===== src/inc/rail_enable_consts.svh =====
// Purpose: constants for the rail enable sequencing block
// Assumes: byte address of a register is four times its index
// Notes: reserved bits are never stored and read as zero
`ifndef RAIL_ENABLE_CONSTS_SVH
`define RAIL_ENABLE_CONSTS_SVH
// register indices
`define IDX_SIX_DELAY 6'h18
`define IDX_MASK_A 6'h19
`define IDX_MASK_B 6'h1A
`define IDX_LS_DELAY 6'h1B
`define IDX_STATUS 6'h20
// writable bits per register
`define RW_MASK_A 8'hFF
`define RW_MASK_B 8'h7F
`define RW_LS_DELAY 8'h7F
`define RW_SIX_DELAY 8'h3F
// reset values
`define RST_MASK_A 8'h00
`define RST_MASK_B 8'h00
`define RST_LS_DELAY 8'h00
`define RST_SIX_DELAY 8'h00
// field positions
`define SRC_MSB 4
`define SRC_LSB 2
`define THR_MSB 6
`define THR_LSB 5
`define TERM_SEL_BIT 6
`define ON_MSB 2
`define ON_LSB 0
`define OFF_MSB 5
`define OFF_LSB 3
// enable source codes
`define SRC_ONE 3'h0
`define SRC_TWO 3'h1
`define SRC_FIVE 3'h2
`define SRC_FOUR 3'h3
`define SRC_THREE 3'h4
`define SRC_THREE_FOUR 3'h5
`define SRC_SIX 3'h6
`define SRC_FORCED 3'h7
// delay steps in milliseconds
`define DLY_0 7'h00
`define DLY_1 7'h02
`define DLY_2 7'h04
`define DLY_3 7'h08
`define DLY_4 7'h10
`define DLY_5 7'h18
`define DLY_6 7'h20
`define DLY_7 7'h40
// timing
`define CLK_PERIOD_NS 8
`define NS_PER_MS 1000000
`define DELAY_UNIT_MS 1
// bus responses
`define RESP_OKAY 2'h0
`define RESP_SLVERR 2'h2
`endif


===== src/inc/rail_enable_pkg.sv =====
// Purpose: types and shared decode for the rail enable sequencing block
// Assumes: constants header is on the include path
// Notes: control inputs are indexed from zero, input one at bit 0
package rail_enable_pkg;
`include "rail_enable_consts.svh"

    // software visible configuration
    typedef struct packed {
        logic [7:0] six_delay;
        logic [7:0] mask_a;
        logic [7:0] mask_b;
        logic [7:0] ls_delay;
    } regs_t;

    // state of one edge delay timer
    typedef struct packed {
        logic out;
        logic [16:0] pre;
        logic [6:0] ms;
    } delay_st_t;

    // state of the top level
    typedef struct packed {
        regs_t regs;
        logic [15:0] sync1;
        logic [15:0] sync2;
        logic [15:0] sync3;
        logic [15:0] filt;
        logic aw_held;
        logic [5:0] aw_idx;
        logic w_held;
        logic [7:0] w_data;
        logic w_lane0;
        logic bvalid;
        logic [1:0] bresp;
        logic rvalid;
        logic [7:0] rdata;
        logic [1:0] rresp;
        logic raw_en;
        logic term_en;
    } rail_st_t;

    // eight step delay code to milliseconds
    function automatic logic [6:0] delay_ms(input logic [2:0] code);
        case (code)
            3'h0: delay_ms = `DLY_0;
            3'h1: delay_ms = `DLY_1;
            3'h2: delay_ms = `DLY_2;
            3'h3: delay_ms = `DLY_3;
            3'h4: delay_ms = `DLY_4;
            3'h5: delay_ms = `DLY_5;
            3'h6: delay_ms = `DLY_6;
            default: delay_ms = `DLY_7;
        endcase
    endfunction

    // enable source selector over the six control inputs
    function automatic logic select_source(input logic [2:0] src, input logic [5:0] ctl);
        case (src)
            `SRC_ONE: select_source = ctl[0];
            `SRC_TWO: select_source = ctl[1];
            `SRC_FIVE: select_source = ctl[4];
            `SRC_FOUR: select_source = ctl[3];
            `SRC_THREE: select_source = ctl[2];
            `SRC_THREE_FOUR: select_source = ctl[2] & ctl[3];
            `SRC_SIX: select_source = ctl[5];
            default: select_source = 1'b1;
        endcase
    endfunction
endpackage


===== src/hw/edge_delay.sv =====
// Purpose: delays rising and falling edges of one enable by a coded time
// Assumes: raw comes from logic on aclk
// Notes: prescaler restarts with each pending edge, so delays are exact
`timescale 1ns/1ps
module edge_delay #(
    parameter int unsigned TICK_CYCLES = 125000
) (
    input wire logic aclk,
    input wire logic aresetn,
    input wire logic raw,
    input wire logic [2:0] on_code,
    input wire logic [2:0] off_code,
    output logic delayed
);
    import rail_enable_pkg::*;

    localparam logic [16:0] TICK_LAST = 17'(TICK_CYCLES - 1);

    delay_st_t st; // registered state
    delay_st_t next_st; // next state
    logic [6:0] target; // wait for the pending edge in ms

    // rising edge uses the on code, falling edge the off code
    assign target = delay_ms(st.out ? off_code : on_code);
    assign delayed = st.out;

    // timer: a withdrawn edge clears the count, so a new one starts over
    always_comb begin
        next_st = st;
        if (raw == st.out) begin
            next_st.pre = 17'h0; // settled or edge withdrawn
            next_st.ms = 7'h00;
        end else if (target == 7'h00 || st.ms == target) begin
            next_st.out = raw; // edge released
            next_st.pre = 17'h0;
            next_st.ms = 7'h00;
        end else if (st.pre == TICK_LAST) begin
            next_st.pre = 17'h0; // one millisecond elapsed
            next_st.ms = st.ms + 7'h01;
        end else begin
            next_st.pre = st.pre + 17'h1;
        end
    end

    // state register, synchronous reset to disabled
    always_ff @(posedge aclk) begin
        if (!aresetn) begin
            st <= '0;
        end else begin
            st <= next_st;
        end
    end

    property p_settled_clear;
        @(posedge aclk) disable iff (!aresetn)
        (raw == st.out) |=> (st.ms == 7'h00 && st.pre == 17'h0);
    endproperty
    a_settled_clear: assert property (p_settled_clear)
        else $error("timer not cleared while settled");

    property p_moves_to_raw;
        @(posedge aclk) disable iff (!aresetn)
        $changed(st.out) |-> (st.out == $past(raw));
    endproperty
    a_moves_to_raw: assert property (p_moves_to_raw)
        else $error("output moved away from input");

    property p_zero_immediate;
        @(posedge aclk) disable iff (!aresetn)
        (raw != st.out && target == 7'h00) |=> (st.out == $past(raw));
    endproperty
    a_zero_immediate: assert property (p_zero_immediate)
        else $error("zero delay edge not passed at once");

    property p_full_wait;
        @(posedge aclk) disable iff (!aresetn)
        ($changed(st.out) && $past(target) != 7'h00) |-> ($past(st.ms) == $past(target));
    endproperty
    a_full_wait: assert property (p_full_wait)
        else $error("edge released before programmed delay");
endmodule


===== src/hw/rail_enable_sequencing.sv =====
// Purpose: enable control of the load switch rail and rail six edge delays
// Assumes: AXI4-Lite master keeps one write and one read outstanding
// Notes: pins pass three flops; a change counts once stages two and three agree
//
// Our own choice: the AXI4-Lite register port.
`timescale 1ns/1ps
module rail_enable_sequencing #(
    parameter int unsigned TICK_CYCLES = (`DELAY_UNIT_MS * `NS_PER_MS) / `CLK_PERIOD_NS
) (
    input wire logic aclk,
    input wire logic aresetn,
    input wire logic [7:0] s_axi_awaddr,
    input wire logic [2:0] s_axi_awprot,
    input wire logic s_axi_awvalid,
    output logic s_axi_awready,
    input wire logic [31:0] s_axi_wdata,
    input wire logic [3:0] s_axi_wstrb,
    input wire logic s_axi_wvalid,
    output logic s_axi_wready,
    output logic [1:0] s_axi_bresp,
    output logic s_axi_bvalid,
    input wire logic s_axi_bready,
    input wire logic [7:0] s_axi_araddr,
    input wire logic [2:0] s_axi_arprot,
    input wire logic s_axi_arvalid,
    output logic s_axi_arready,
    output logic [31:0] s_axi_rdata,
    output logic [1:0] s_axi_rresp,
    output logic s_axi_rvalid,
    input wire logic s_axi_rready,
    input wire logic [5:0] control_input,
    input wire logic [9:0] rail_in_regulation,
    input wire logic rail_six_enable_request,
    output logic load_switch_rail_enable,
    output logic step_down_rail_six_enable,
    output logic ddr_termination_enable,
    output logic [1:0] load_switch_good_threshold
);
    import rail_enable_pkg::*;

    // reset image: configuration at its reset values, all else clear
    localparam rail_st_t RST_ST = '{
        regs: '{
            six_delay: `RST_SIX_DELAY,
            mask_a: `RST_MASK_A,
            mask_b: `RST_MASK_B,
            ls_delay: `RST_LS_DELAY
        },
        default: '0
    };

    rail_st_t st; // all registered state
    rail_st_t next_st; // next value of the state
    logic [5:0] ctl; // filtered control inputs
    logic [9:0] good; // filtered rail good levels
    logic [9:0] good_mask; // one drops a good term
    logic sel; // selector output
    logic good_ok; // every kept good term is high
    logic [2:0] src; // enable source field
    logic [7:0] read_word; // readback of the addressed register

    // filtered views: low six bits are the control inputs
    assign ctl = st.filt[5:0];
    assign good = st.filt[15:6];
    // bits 7..0 from first mask register, 9..8 from second
    assign good_mask = {st.regs.mask_b[1:0], st.regs.mask_a};
    assign src = st.regs.mask_b[`SRC_MSB:`SRC_LSB];
    // code seven yields a constant one inside the selector
    assign sel = select_source(src, ctl);
    // a set mask bit forces its term true
    assign good_ok = &(good | good_mask);

    // handshake outputs straight from the state
    assign s_axi_awready = !st.aw_held && !st.bvalid;
    assign s_axi_wready = !st.w_held && !st.bvalid;
    assign s_axi_bvalid = st.bvalid;
    assign s_axi_bresp = st.bresp;
    assign s_axi_arready = !st.rvalid;
    assign s_axi_rvalid = st.rvalid;
    assign s_axi_rresp = st.rresp;
    assign s_axi_rdata = {24'h000000, st.rdata};
    assign ddr_termination_enable = st.term_en;
    assign load_switch_good_threshold = st.regs.mask_b[`THR_MSB:`THR_LSB];

    // readback decode, unmapped reads return zero
    always_comb begin
        if (s_axi_araddr[7:2] == `IDX_SIX_DELAY) begin
            read_word = st.regs.six_delay;
        end else if (s_axi_araddr[7:2] == `IDX_MASK_A) begin
            read_word = st.regs.mask_a;
        end else if (s_axi_araddr[7:2] == `IDX_MASK_B) begin
            read_word = st.regs.mask_b;
        end else if (s_axi_araddr[7:2] == `IDX_LS_DELAY) begin
            read_word = st.regs.ls_delay;
        end else if (s_axi_araddr[7:2] == `IDX_STATUS) begin
            // live view of the three driven enables and the undelayed enable
            read_word = {4'h0, st.term_en, step_down_rail_six_enable,
                load_switch_rail_enable, st.raw_en};
        end else begin
            read_word = 8'h00;
        end
    end

    // next state: synchronisers, enable logic, bus slave
    always_comb begin
        next_st = st;
        // first stage feeds only the second stage
        next_st.sync1 = {rail_in_regulation, control_input};
        next_st.sync2 = st.sync1;
        next_st.sync3 = st.sync2;
        // bits where stages two and three agree take the new level
        next_st.filt = (~(st.sync2 ^ st.sync3) & st.sync3)
            | ((st.sync2 ^ st.sync3) & st.filt);
        // undelayed enable, gated by the kept good terms
        next_st.raw_en = sel & good_ok;
        // termination enable follows input three or input six
        next_st.term_en = st.regs.ls_delay[`TERM_SEL_BIT] ? ctl[5] : ctl[2];

        // write address and data are taken in either order
        if (s_axi_awvalid && s_axi_awready) begin
            next_st.aw_held = 1'b1;
            next_st.aw_idx = s_axi_awaddr[7:2];
        end
        if (s_axi_wvalid && s_axi_wready) begin
            next_st.w_held = 1'b1;
            next_st.w_data = s_axi_wdata[7:0];
            next_st.w_lane0 = s_axi_wstrb[0];
        end
        // both halves held: commit and answer
        if (st.aw_held && st.w_held) begin
            next_st.aw_held = 1'b0;
            next_st.w_held = 1'b0;
            next_st.bvalid = 1'b1;
            next_st.bresp = `RESP_OKAY;
            // only byte lane zero carries register bits
            if (st.aw_idx == `IDX_SIX_DELAY) begin
                if (st.w_lane0) begin
                    next_st.regs.six_delay = st.w_data & `RW_SIX_DELAY;
                end
            end else if (st.aw_idx == `IDX_MASK_A) begin
                if (st.w_lane0) begin
                    next_st.regs.mask_a = st.w_data & `RW_MASK_A;
                end
            end else if (st.aw_idx == `IDX_MASK_B) begin
                if (st.w_lane0) begin
                    next_st.regs.mask_b = st.w_data & `RW_MASK_B;
                end
            end else if (st.aw_idx == `IDX_LS_DELAY) begin
                if (st.w_lane0) begin
                    next_st.regs.ls_delay = st.w_data & `RW_LS_DELAY;
                end
            end else if (st.aw_idx == `IDX_STATUS) begin
                // status is read only, write ignored
                next_st.bresp = `RESP_OKAY;
            end else begin
                // nothing here: flag the master
                next_st.bresp = `RESP_SLVERR;
            end
        end
        // response retires when taken
        if (st.bvalid && s_axi_bready) begin
            next_st.bvalid = 1'b0;
        end

        // read: data is ready one cycle after the address
        if (st.rvalid && s_axi_rready) begin
            next_st.rvalid = 1'b0;
        end
        if (s_axi_arvalid && s_axi_arready) begin
            next_st.rvalid = 1'b1;
            next_st.rdata = read_word;
            if (s_axi_araddr[7:2] == `IDX_SIX_DELAY || s_axi_araddr[7:2] == `IDX_MASK_A
                || s_axi_araddr[7:2] == `IDX_MASK_B || s_axi_araddr[7:2] == `IDX_LS_DELAY
                || s_axi_araddr[7:2] == `IDX_STATUS) begin
                next_st.rresp = `RESP_OKAY;
            end else begin
                next_st.rresp = `RESP_SLVERR;
            end
        end
    end

    // state register, synchronous active low reset
    always_ff @(posedge aclk) begin
        if (!aresetn) begin
            st <= RST_ST;
        end else begin
            st <= next_st;
        end
    end

    // load switch rail edge delays
    edge_delay #(
        .TICK_CYCLES(TICK_CYCLES)
    ) u_switch_delay (
        .aclk(aclk),
        .aresetn(aresetn),
        .raw(st.raw_en),
        .on_code(st.regs.ls_delay[`ON_MSB:`ON_LSB]),
        .off_code(st.regs.ls_delay[`OFF_MSB:`OFF_LSB]),
        .delayed(load_switch_rail_enable)
    );

    // rail six edge delays; its undelayed enable comes from elsewhere
    edge_delay #(
        .TICK_CYCLES(TICK_CYCLES)
    ) u_six_delay (
        .aclk(aclk),
        .aresetn(aresetn),
        .raw(rail_six_enable_request),
        .on_code(st.regs.six_delay[`ON_MSB:`ON_LSB]),
        .off_code(st.regs.six_delay[`OFF_MSB:`OFF_LSB]),
        .delayed(step_down_rail_six_enable)
    );

    property p_forced_on;
        @(posedge aclk) disable iff (!aresetn)
        (src == `SRC_FORCED && good_ok) |=> st.raw_en;
    endproperty
    a_forced_on: assert property (p_forced_on)
        else $error("forced source did not enable");

    property p_source_map;
        @(posedge aclk) disable iff (!aresetn)
        (src == `SRC_FIVE |-> sel == ctl[4])
            and (src == `SRC_THREE |-> sel == ctl[2])
            and (src == `SRC_THREE_FOUR |-> sel == (ctl[2] & ctl[3]));
    endproperty
    a_source_map: assert property (p_source_map)
        else $error("selector picked the wrong input");

    property p_enable_cause;
        @(posedge aclk) disable iff (!aresetn)
        $rose(st.raw_en) |-> ($past(sel) && $past(good_ok));
    endproperty
    a_enable_cause: assert property (p_enable_cause)
        else $error("enable rose without source and goods");

    property p_kept_term_blocks;
        @(posedge aclk) disable iff (!aresetn)
        (|(~good & ~good_mask)) |=> !st.raw_en;
    endproperty
    a_kept_term_blocks: assert property (p_kept_term_blocks)
        else $error("unmasked low good did not block enable");

    property p_linear_three;
        @(posedge aclk) disable iff (!aresetn)
        (!st.regs.mask_a[7] && !good[7]) |=> !st.raw_en;
    endproperty
    a_linear_three: assert property (p_linear_three)
        else $error("linear three good ignored");

    property p_switch_one;
        @(posedge aclk) disable iff (!aresetn)
        (!st.regs.mask_b[0] && !good[8]) |=> !st.raw_en;
    endproperty
    a_switch_one: assert property (p_switch_one)
        else $error("switch one good ignored");

    property p_term_source;
        @(posedge aclk) disable iff (!aresetn)
        ##1 (ddr_termination_enable
            == $past(st.regs.ls_delay[`TERM_SEL_BIT] ? ctl[5] : ctl[2]));
    endproperty
    a_term_source: assert property (p_term_source)
        else $error("termination enable from wrong input");

    property p_threshold_write;
        @(posedge aclk) disable iff (!aresetn)
        $changed(load_switch_good_threshold) |-> $rose(s_axi_bvalid);
    endproperty
    a_threshold_write: assert property (p_threshold_write)
        else $error("threshold changed without a write");

    property p_bvalid_hold;
        @(posedge aclk) disable iff (!aresetn)
        (s_axi_bvalid && !s_axi_bready) |=> (s_axi_bvalid && $stable(s_axi_bresp));
    endproperty
    a_bvalid_hold: assert property (p_bvalid_hold)
        else $error("write response dropped before taken");
endmodule


===== config.mk =====
export PLATFORM = sky130hd
export DESIGN_NAME = rail_enable_sequencing
export DESIGN_NICKNAME = d
export VERILOG_FILES = /design/src/inc/rail_enable_pkg.sv /design/src/hw/edge_delay.sv /design/src/hw/rail_enable_sequencing.sv
export VERILOG_INCLUDE_DIRS = /design/src /design/src/inc
export SDC_FILE = /design/constraint.sdc
export NUM_CORES = 1
export LEC_CHECK = 0
export ABC_AREA = 1
export BUFFER_PORTS_ARGS = -buffer_cell sky130_fd_sc_hd__buf_2
export CAP_MARGIN = 20
export CORE_MARGIN = 5
export CORE_UTILIZATION = 55
export CTS_CLUSTER_SIZE = 28
export DETAILED_ROUTE_END_ITERATION = 16
export GPL_TIMING_DRIVEN = 0
export PLACE_DENSITY = 0.78
export SLEW_MARGIN = 20
export SYNTH_ARGS = -nofsm -noshare
export SYNTH_HDL_FRONTEND = slang
export SYNTH_SLANG_ARGS = --single-unit

===== constraint.sdc =====
create_clock -name aclk -period 1.79 [get_ports aclk]
set_input_delay 0.358 -clock aclk [delete_from_list [all_inputs] [get_ports aclk]]
set_output_delay 0.358 -clock aclk [all_outputs]
set_load 0.02 [all_outputs]

======== After elaboration in Yosys (flattened, before gate mapping) ========
Cells that the tools add are included.
word-level totals
  bits of input ports ..................... 82
  output and inout bits ................... 46
  word-level logic and storage cells ...... 134
  flip-flop bits (word level) ............. 175
operators by class
  bitwise logic cells ..................... 14
  reduce and logical (&&, ||, !) cells .... 37
  add/sub/neg operators ................... 4
  equal/unequal tests ..................... 34
  mux-type cells .......................... 19
operator list
  cell                                                  count
  case mux 7 bit (7 select lines)                       2
  equality test 6 x 5 -> 1 bit (second input constant)  8
  adder 17 x 1 -> 17 bit (second input constant)        2
  equality test 17 bit (second input constant)          2
  bitwise AND 16 bit                                    2
  equality test 3 bit (second input constant)           9
  equality test 3 x 2 -> 1 bit (second input constant)  6
  2-to-1 mux 8 bit                                      2
  inverter 16 bit                                       1
  OR 16 bit                                             1
  XOR 16 bit                                            1
  adder 7 x 1 -> 7 bit (second input constant)          2
  equality test 7 bit                                   2
  zero test 7 bit                                       2
  2-to-1 mux 7 bit                                      2
  equality test 6 bit (second input constant)           2
  2-to-1 mux 2 bit                                      6
  2-to-1 mux 11 bit                                     1
  OR 10 bit                                             1
  AND reduction 10 bit                                  1
  equality test 3 x 1 -> 1 bit (second input constant)  3
  zero test 3 bit                                       3
  logical AND 1 bit                                     8
  OR reduction 4 bit                                    2
  other kinds (17)                                      37

======== Logic depth before layout (Yosys ltp) ========
  depth after elaboration ................. 7
  mapped depth ............................ 14
  mapped depth without buffers ............ 13

======== By module ========
A second synthesis with hierarchy kept.
unflattened totals
  cell total of the unflattened synthesis .. 1057
  area total of the unflattened synthesis .. 7885.1 sq um
by module, submodules not included
  module                  instances  area an instance (sq um)  cells each  sequential area each (sq um)
  rail_enable_sequencing  1          4759.6                    627         2462.4
  edge_delay              2          1562.7                    215         500.5

======== Least setup slack after synthesis ========
No wires, ideal clock.
  path type ............................... register to register
  from .................................... register u_six_delay.st (netlist bit u_six_delay.delayed)
  to ...................................... register u_six_delay.st[14] (netlist name)
  data required time ...................... 1.669 ns
  slack ................................... 0.115 ns
  setup time .............................. 0.121 ns
  arrival time ............................ 1.554 ns
  period minus slack after synthesis ...... 1.675 ns
  path buffers ............................ 2
  cell stages (with the launch flop) ...... 12
  path through ............................ dfxtp_1 -> buf_6 -> nand2_2 -> nand2_4 -> nand2_1 -> nand2_1 -> nand3_1 -> nor3_2 -> nand2_2 -> nand4_4 -> buf_8 -> nor2_4
between the ends
  word-level cells in the longest chain between the ends .. 6
  elaborated cells between the ends (all ways) .. 14
  those cells by class .................... 8 x eq/ne; 2 x mux; 4 x reduce/logical
RTL lines
  what                                                           RTL line               RTL
  start, declared                                                edge_delay.sv:19       delay_st_t st;
  start signal, assigned                                         edge_delay.sv:50       st <= next_st;
  2-to-1 mux 3 bit                                               edge_delay.sv:24       assign target = delay_ms(st.out ? off_code : on_code);
  equality test 3 bit (tied with other cells)                    rail_enable_pkg.sv:45  case (code)
  case mux 7 bit (7 select lines)                                rail_enable_pkg.sv:45
  equality test 7 bit / zero test 7 bit (equally long branches)  edge_delay.sv:33       end else if (target == 7'h00 || st.ms == target) begin
  logical OR 1 bit                                               edge_delay.sv:33
  OR reduction 4 bit (no source line) *                          -
Every way passes the cells marked *; elsewhere a longest branch is shown, timed or not.
A chain may end at the register's enable or synchronous reset.

======== Worst setup path after layout ========
  from .................................... register u_six_delay.st[16] (netlist name)
  to ...................................... register u_six_delay.st[5] (netlist name)
between the ends
  word-level cells in the longest chain between the ends .. 1
RTL lines
  what                  RTL line          RTL
  equality test 17 bit  edge_delay.sv:37  end else if (st.pre == TICK_LAST) begin
Every way passes these cells.

==> flow_metrics.tcl <==
set metrics [dict create \
    clockBufferDepth 2 \
    slew_headroom_pct 39.5 \
    critPathSlowestCell "nor4_1" \
    worstPathRequired_ns 2.11 \
    start_util_pct 55.6 \
    register_area_mm2 0.00347 \
    routedWlPerCell_um 12.8 \
    placed_cells 1274 \
    slew_viol_final 0 \
    critPathMaxFanout 6 \
    drt_iter0_drc 445 \
    post-route-min-period_ns 1.81 \
    m1WireLength_mm 7.61 \
    multiInputGateArea_mm2 0.00347 \
    r2r_start "u_six_delay.st[16]$_SDFF_PP0_" \
    arrival_ns 2.13 \
    drv_cap 0 \
    clock-root-buffer "clkbuf_16" \
    grt_pass1_vias 5809 \
    hold_path_startpoint "rail_in_regulation[3]" \
    r2r_slack_ns -0.02 \
    ant_nets 0 \
    failed_checks "setup timing" \
    overflow 0 \
    numCtsBuffers 17 \
    top_layer "met4" \
    status "finished, violations left" \
    num_antenna_cells 0 \
    cts_sinks 173 \
    row_count 43 \
    synth_seq_cells 173 \
    gp_congestion 0.904 \
    die_area_mm2 0.0164 \
    async_flop_share_pct 0 \
    path_depth 6 \
    num_vias 6666 \
    critPathMaxStageDelay_ns 0.52 \
    final-instance-count-excl-fill 1327 \
    setup_slack_ns -0.0223 \
    drive_gt1_share_pct 22.5 \
    antenna_found_initial 0 \
    min_to "next_st[74]$_SDFF_PN0_" \
    grtUsageTotal_pct 20.0 \
    synthTopCellsByCount "173 x dfxtp_1, 161 x nand2_1, 149 x inv_1" \
    yosysMostFrequentCell "dfxtp_1" \
    vias_per_cell 5.02 \
    first_pass_iters 5 \
    met3_length_mm 1.04 \
    tns_ns -0.0223 \
    holdPathStages 3 \
    path_cells "nor4_1, nand3_1, nor2_1, nand2_1, xor2_1, nor2_1" \
    ys_types 46 \
    synth_area_mm2 0.00766 \
    period_share_pct 101 \
    area_growth_pct 21.2 \
    worst_ir_drop_vdd_mv 0.722 \
    dieHeight_um 128 \
    synth_top_area_share_pct 45.2 \
    crit_type "flip-flop to flip-flop" \
    design_area_mm2 0.00928 \
    worstSkewPairLatency_ns 0.43 \
    postRouteWirelength_mm 16.9 \
    clock_skew_ns 0.00881 \
    ys_warn_count 0 \
    htree_levels 4 \
    rsz0062_at_grt "yes" \
    synthTopCellsByArea "dfxtp_1 45%, nand2_1 7.9%, inv_1 7.3%" \
    start_kind "flip-flop" \
    grt_max_degree 19 \
    dp_hpwl_mm 12.0 \
    tritoncts "built" \
    final_nets 1221 \
    p_per_area_mw_per_mm2 870 \
    timing.rr.end "u_six_delay.st[5]$_SDFFE_PP0P_" \
    met2WireLength_mm 7.97 \
    die_w_um 128 \
    path_clk_slew_ns 0.07 \
    cp-end-kind "flip-flop" \
    tightest_slew_ns 0.899 \
    synth_edf_count 0 \
    critPathBufInv 0 \
    finalSetupViolCount 1 \
    hp-class "input pin to flip-flop" \
    hold_violations 0 \
    postPlaceCellArea_mm2 0.00830 \
    grt_pass1_wl_mm 26.7 \
    synth_flop_cell "dfxtp_1" \
    core_mm2 0.0138 \
    max_freq_mhz 552 \
    synth.largest_area_cell "dfxtp_1" \
    io_buffers 64 \
    seq_area_frac_synth_pct 45.2 \
    crit_top_cell "nor2_1" \
    p_leak_nw 4.11 \
    io_pins 128 \
    n_fill_cell 1094 \
    syn_inst 1005 \
    drcViolationCount 0 \
    avgSynthCellArea_um2 7.62 \
    r2r_cells 6 \
    path_delay_family "simple AND/OR/NAND/NOR gates" \
]
==> registers in the layout (all words and copies together), names as in the netlist, named ones only <==
| signal | flops |
|---|---|
| st | 47 |
| next_st | 32 |
| u_six_delay.st | 24 |
| u_switch_delay.st | 24 |
| good_mask | 10 |
| s_axi_rdata | 8 |
| src | 3 |
| load_switch_good_threshold | 2 |
| ddr_termination_enable | 1 |
| s_axi_bresp | 1 |
| s_axi_bvalid | 1 |
| s_axi_rresp | 1 |
| s_axi_rvalid | 1 |
| u_six_delay.delayed | 1 |
| u_switch_delay.delayed | 1 |
==> routing by layer <==
metal  vias up  GRT usage, %
met5         -             0
met4         0          6.99
met2       188          32.2
met1      3046          26.3
met3        30          4.96
li1       3402             -
==> worst min-delay path, cell delays in order <==
cell and delay (ns):
buf_2 0.07, nand2_1 0.04, inv_1 0.04
==> final cells by class <==
class | instances | share of cell area (%)
well taps | 180 | 2.43
plain buffers | 64 | 4.76
multi-input cells | 640 | 37.4
inverters | 153 | 6.40
repair buffers | 86 | 5.43
clock inverters | 14 | 1.62
clock buffers | 17 | 4.58
flip-flops and latches | 173 | 37.4
==> cell usage in the layout, fill, tap and decap left out, types with 34 or more instances in the layout <==
master and n:
xor2_1 34, nand3_1 36, buf_2 68, o21ai_0 55, buf_4 58, nand2_1 152
a21oi_1 52, dfxtp_1 166, inv_1 149, nor2_1 116
==> how the worst max path moves through the flow <==
stage / from / to
after global placement: aresetn / next_st[75]$_SDFF_PN0_
after global routing: u_six_delay.st[16]$_SDFF_PP0_ / u_six_delay.st[3]$_SDFFE_PP0P_
after CTS: u_switch_delay.st[7]$_SDFF_PP0_ / u_switch_delay.st[23]$_SDFF_PP0_
final: u_six_delay.st[16]$_SDFF_PP0_ / u_six_delay.st[5]$_SDFFE_PP0P_
after floorplan: u_six_delay.delayed$_SDFFE_PN0P_ / u_six_delay.st[14]$_SDFF_PP0_
after detailed placement: aresetn / next_st[78]$_SDFF_PN0_
==> cell families (layout without fill, tap and decap cells) <==
kind of cell | Yosys count | after routing | share of synthesized area, %
simple gates | 424 | 424 | 25.6
buf+inv | 217 | 334 | 13.1
flops | 173 | 173 | 45.2
compound gates | 144 | 144 | 10.5
xor+xnor | 41 | 41 | 4.69
fa+ha+maj | 4 | 4 | 0.654
other cells | 1 | 26 | 0.0490
mux | 1 | 1 | 0.131
==> stage by stage <==
stage | total power, mW | utilization, % | hold slack [ns] | worst slack (ns)
finish | 8.08 | 67.4 | 0.106 | -0.0223
global route | 8.36 | 67.4 | 0.0931 | -0.159
CTS | 8.11 | 64.6 | 0.0900 | 0.0180
detailed placement | 4.62 | 60.2 | 0.396 | -0.240
global placement | 4.60 | 60.2 | 0.394 | -0.228
floorplan | 4.45 | - | 0.390 | 0.115
==> power breakdown <==
group	internal, mW	switching, mW	total (mW)	leakage (nW)
logic	0.199	0.351	0.550	2.42
clock network	1.85	1.67	3.53	0.275
registers	3.95	0.0524	4.00	1.41
==> what timing repair did <==
| item | in CTS | in global routing |
|---|---|---|
| pin swaps | 1 | 29 |
| hold buffers | 0 | 0 |
| endpoints found under the setup margin | 4 | 36 |
| cloned | 0 | 2 |
| resized for setup | 2 | 59 |
| hold endpoints to repair | 0 | 0 |
| buffers inserted | 2 | 18 |
No activity file was read; power rests on OpenSTA's default activity.
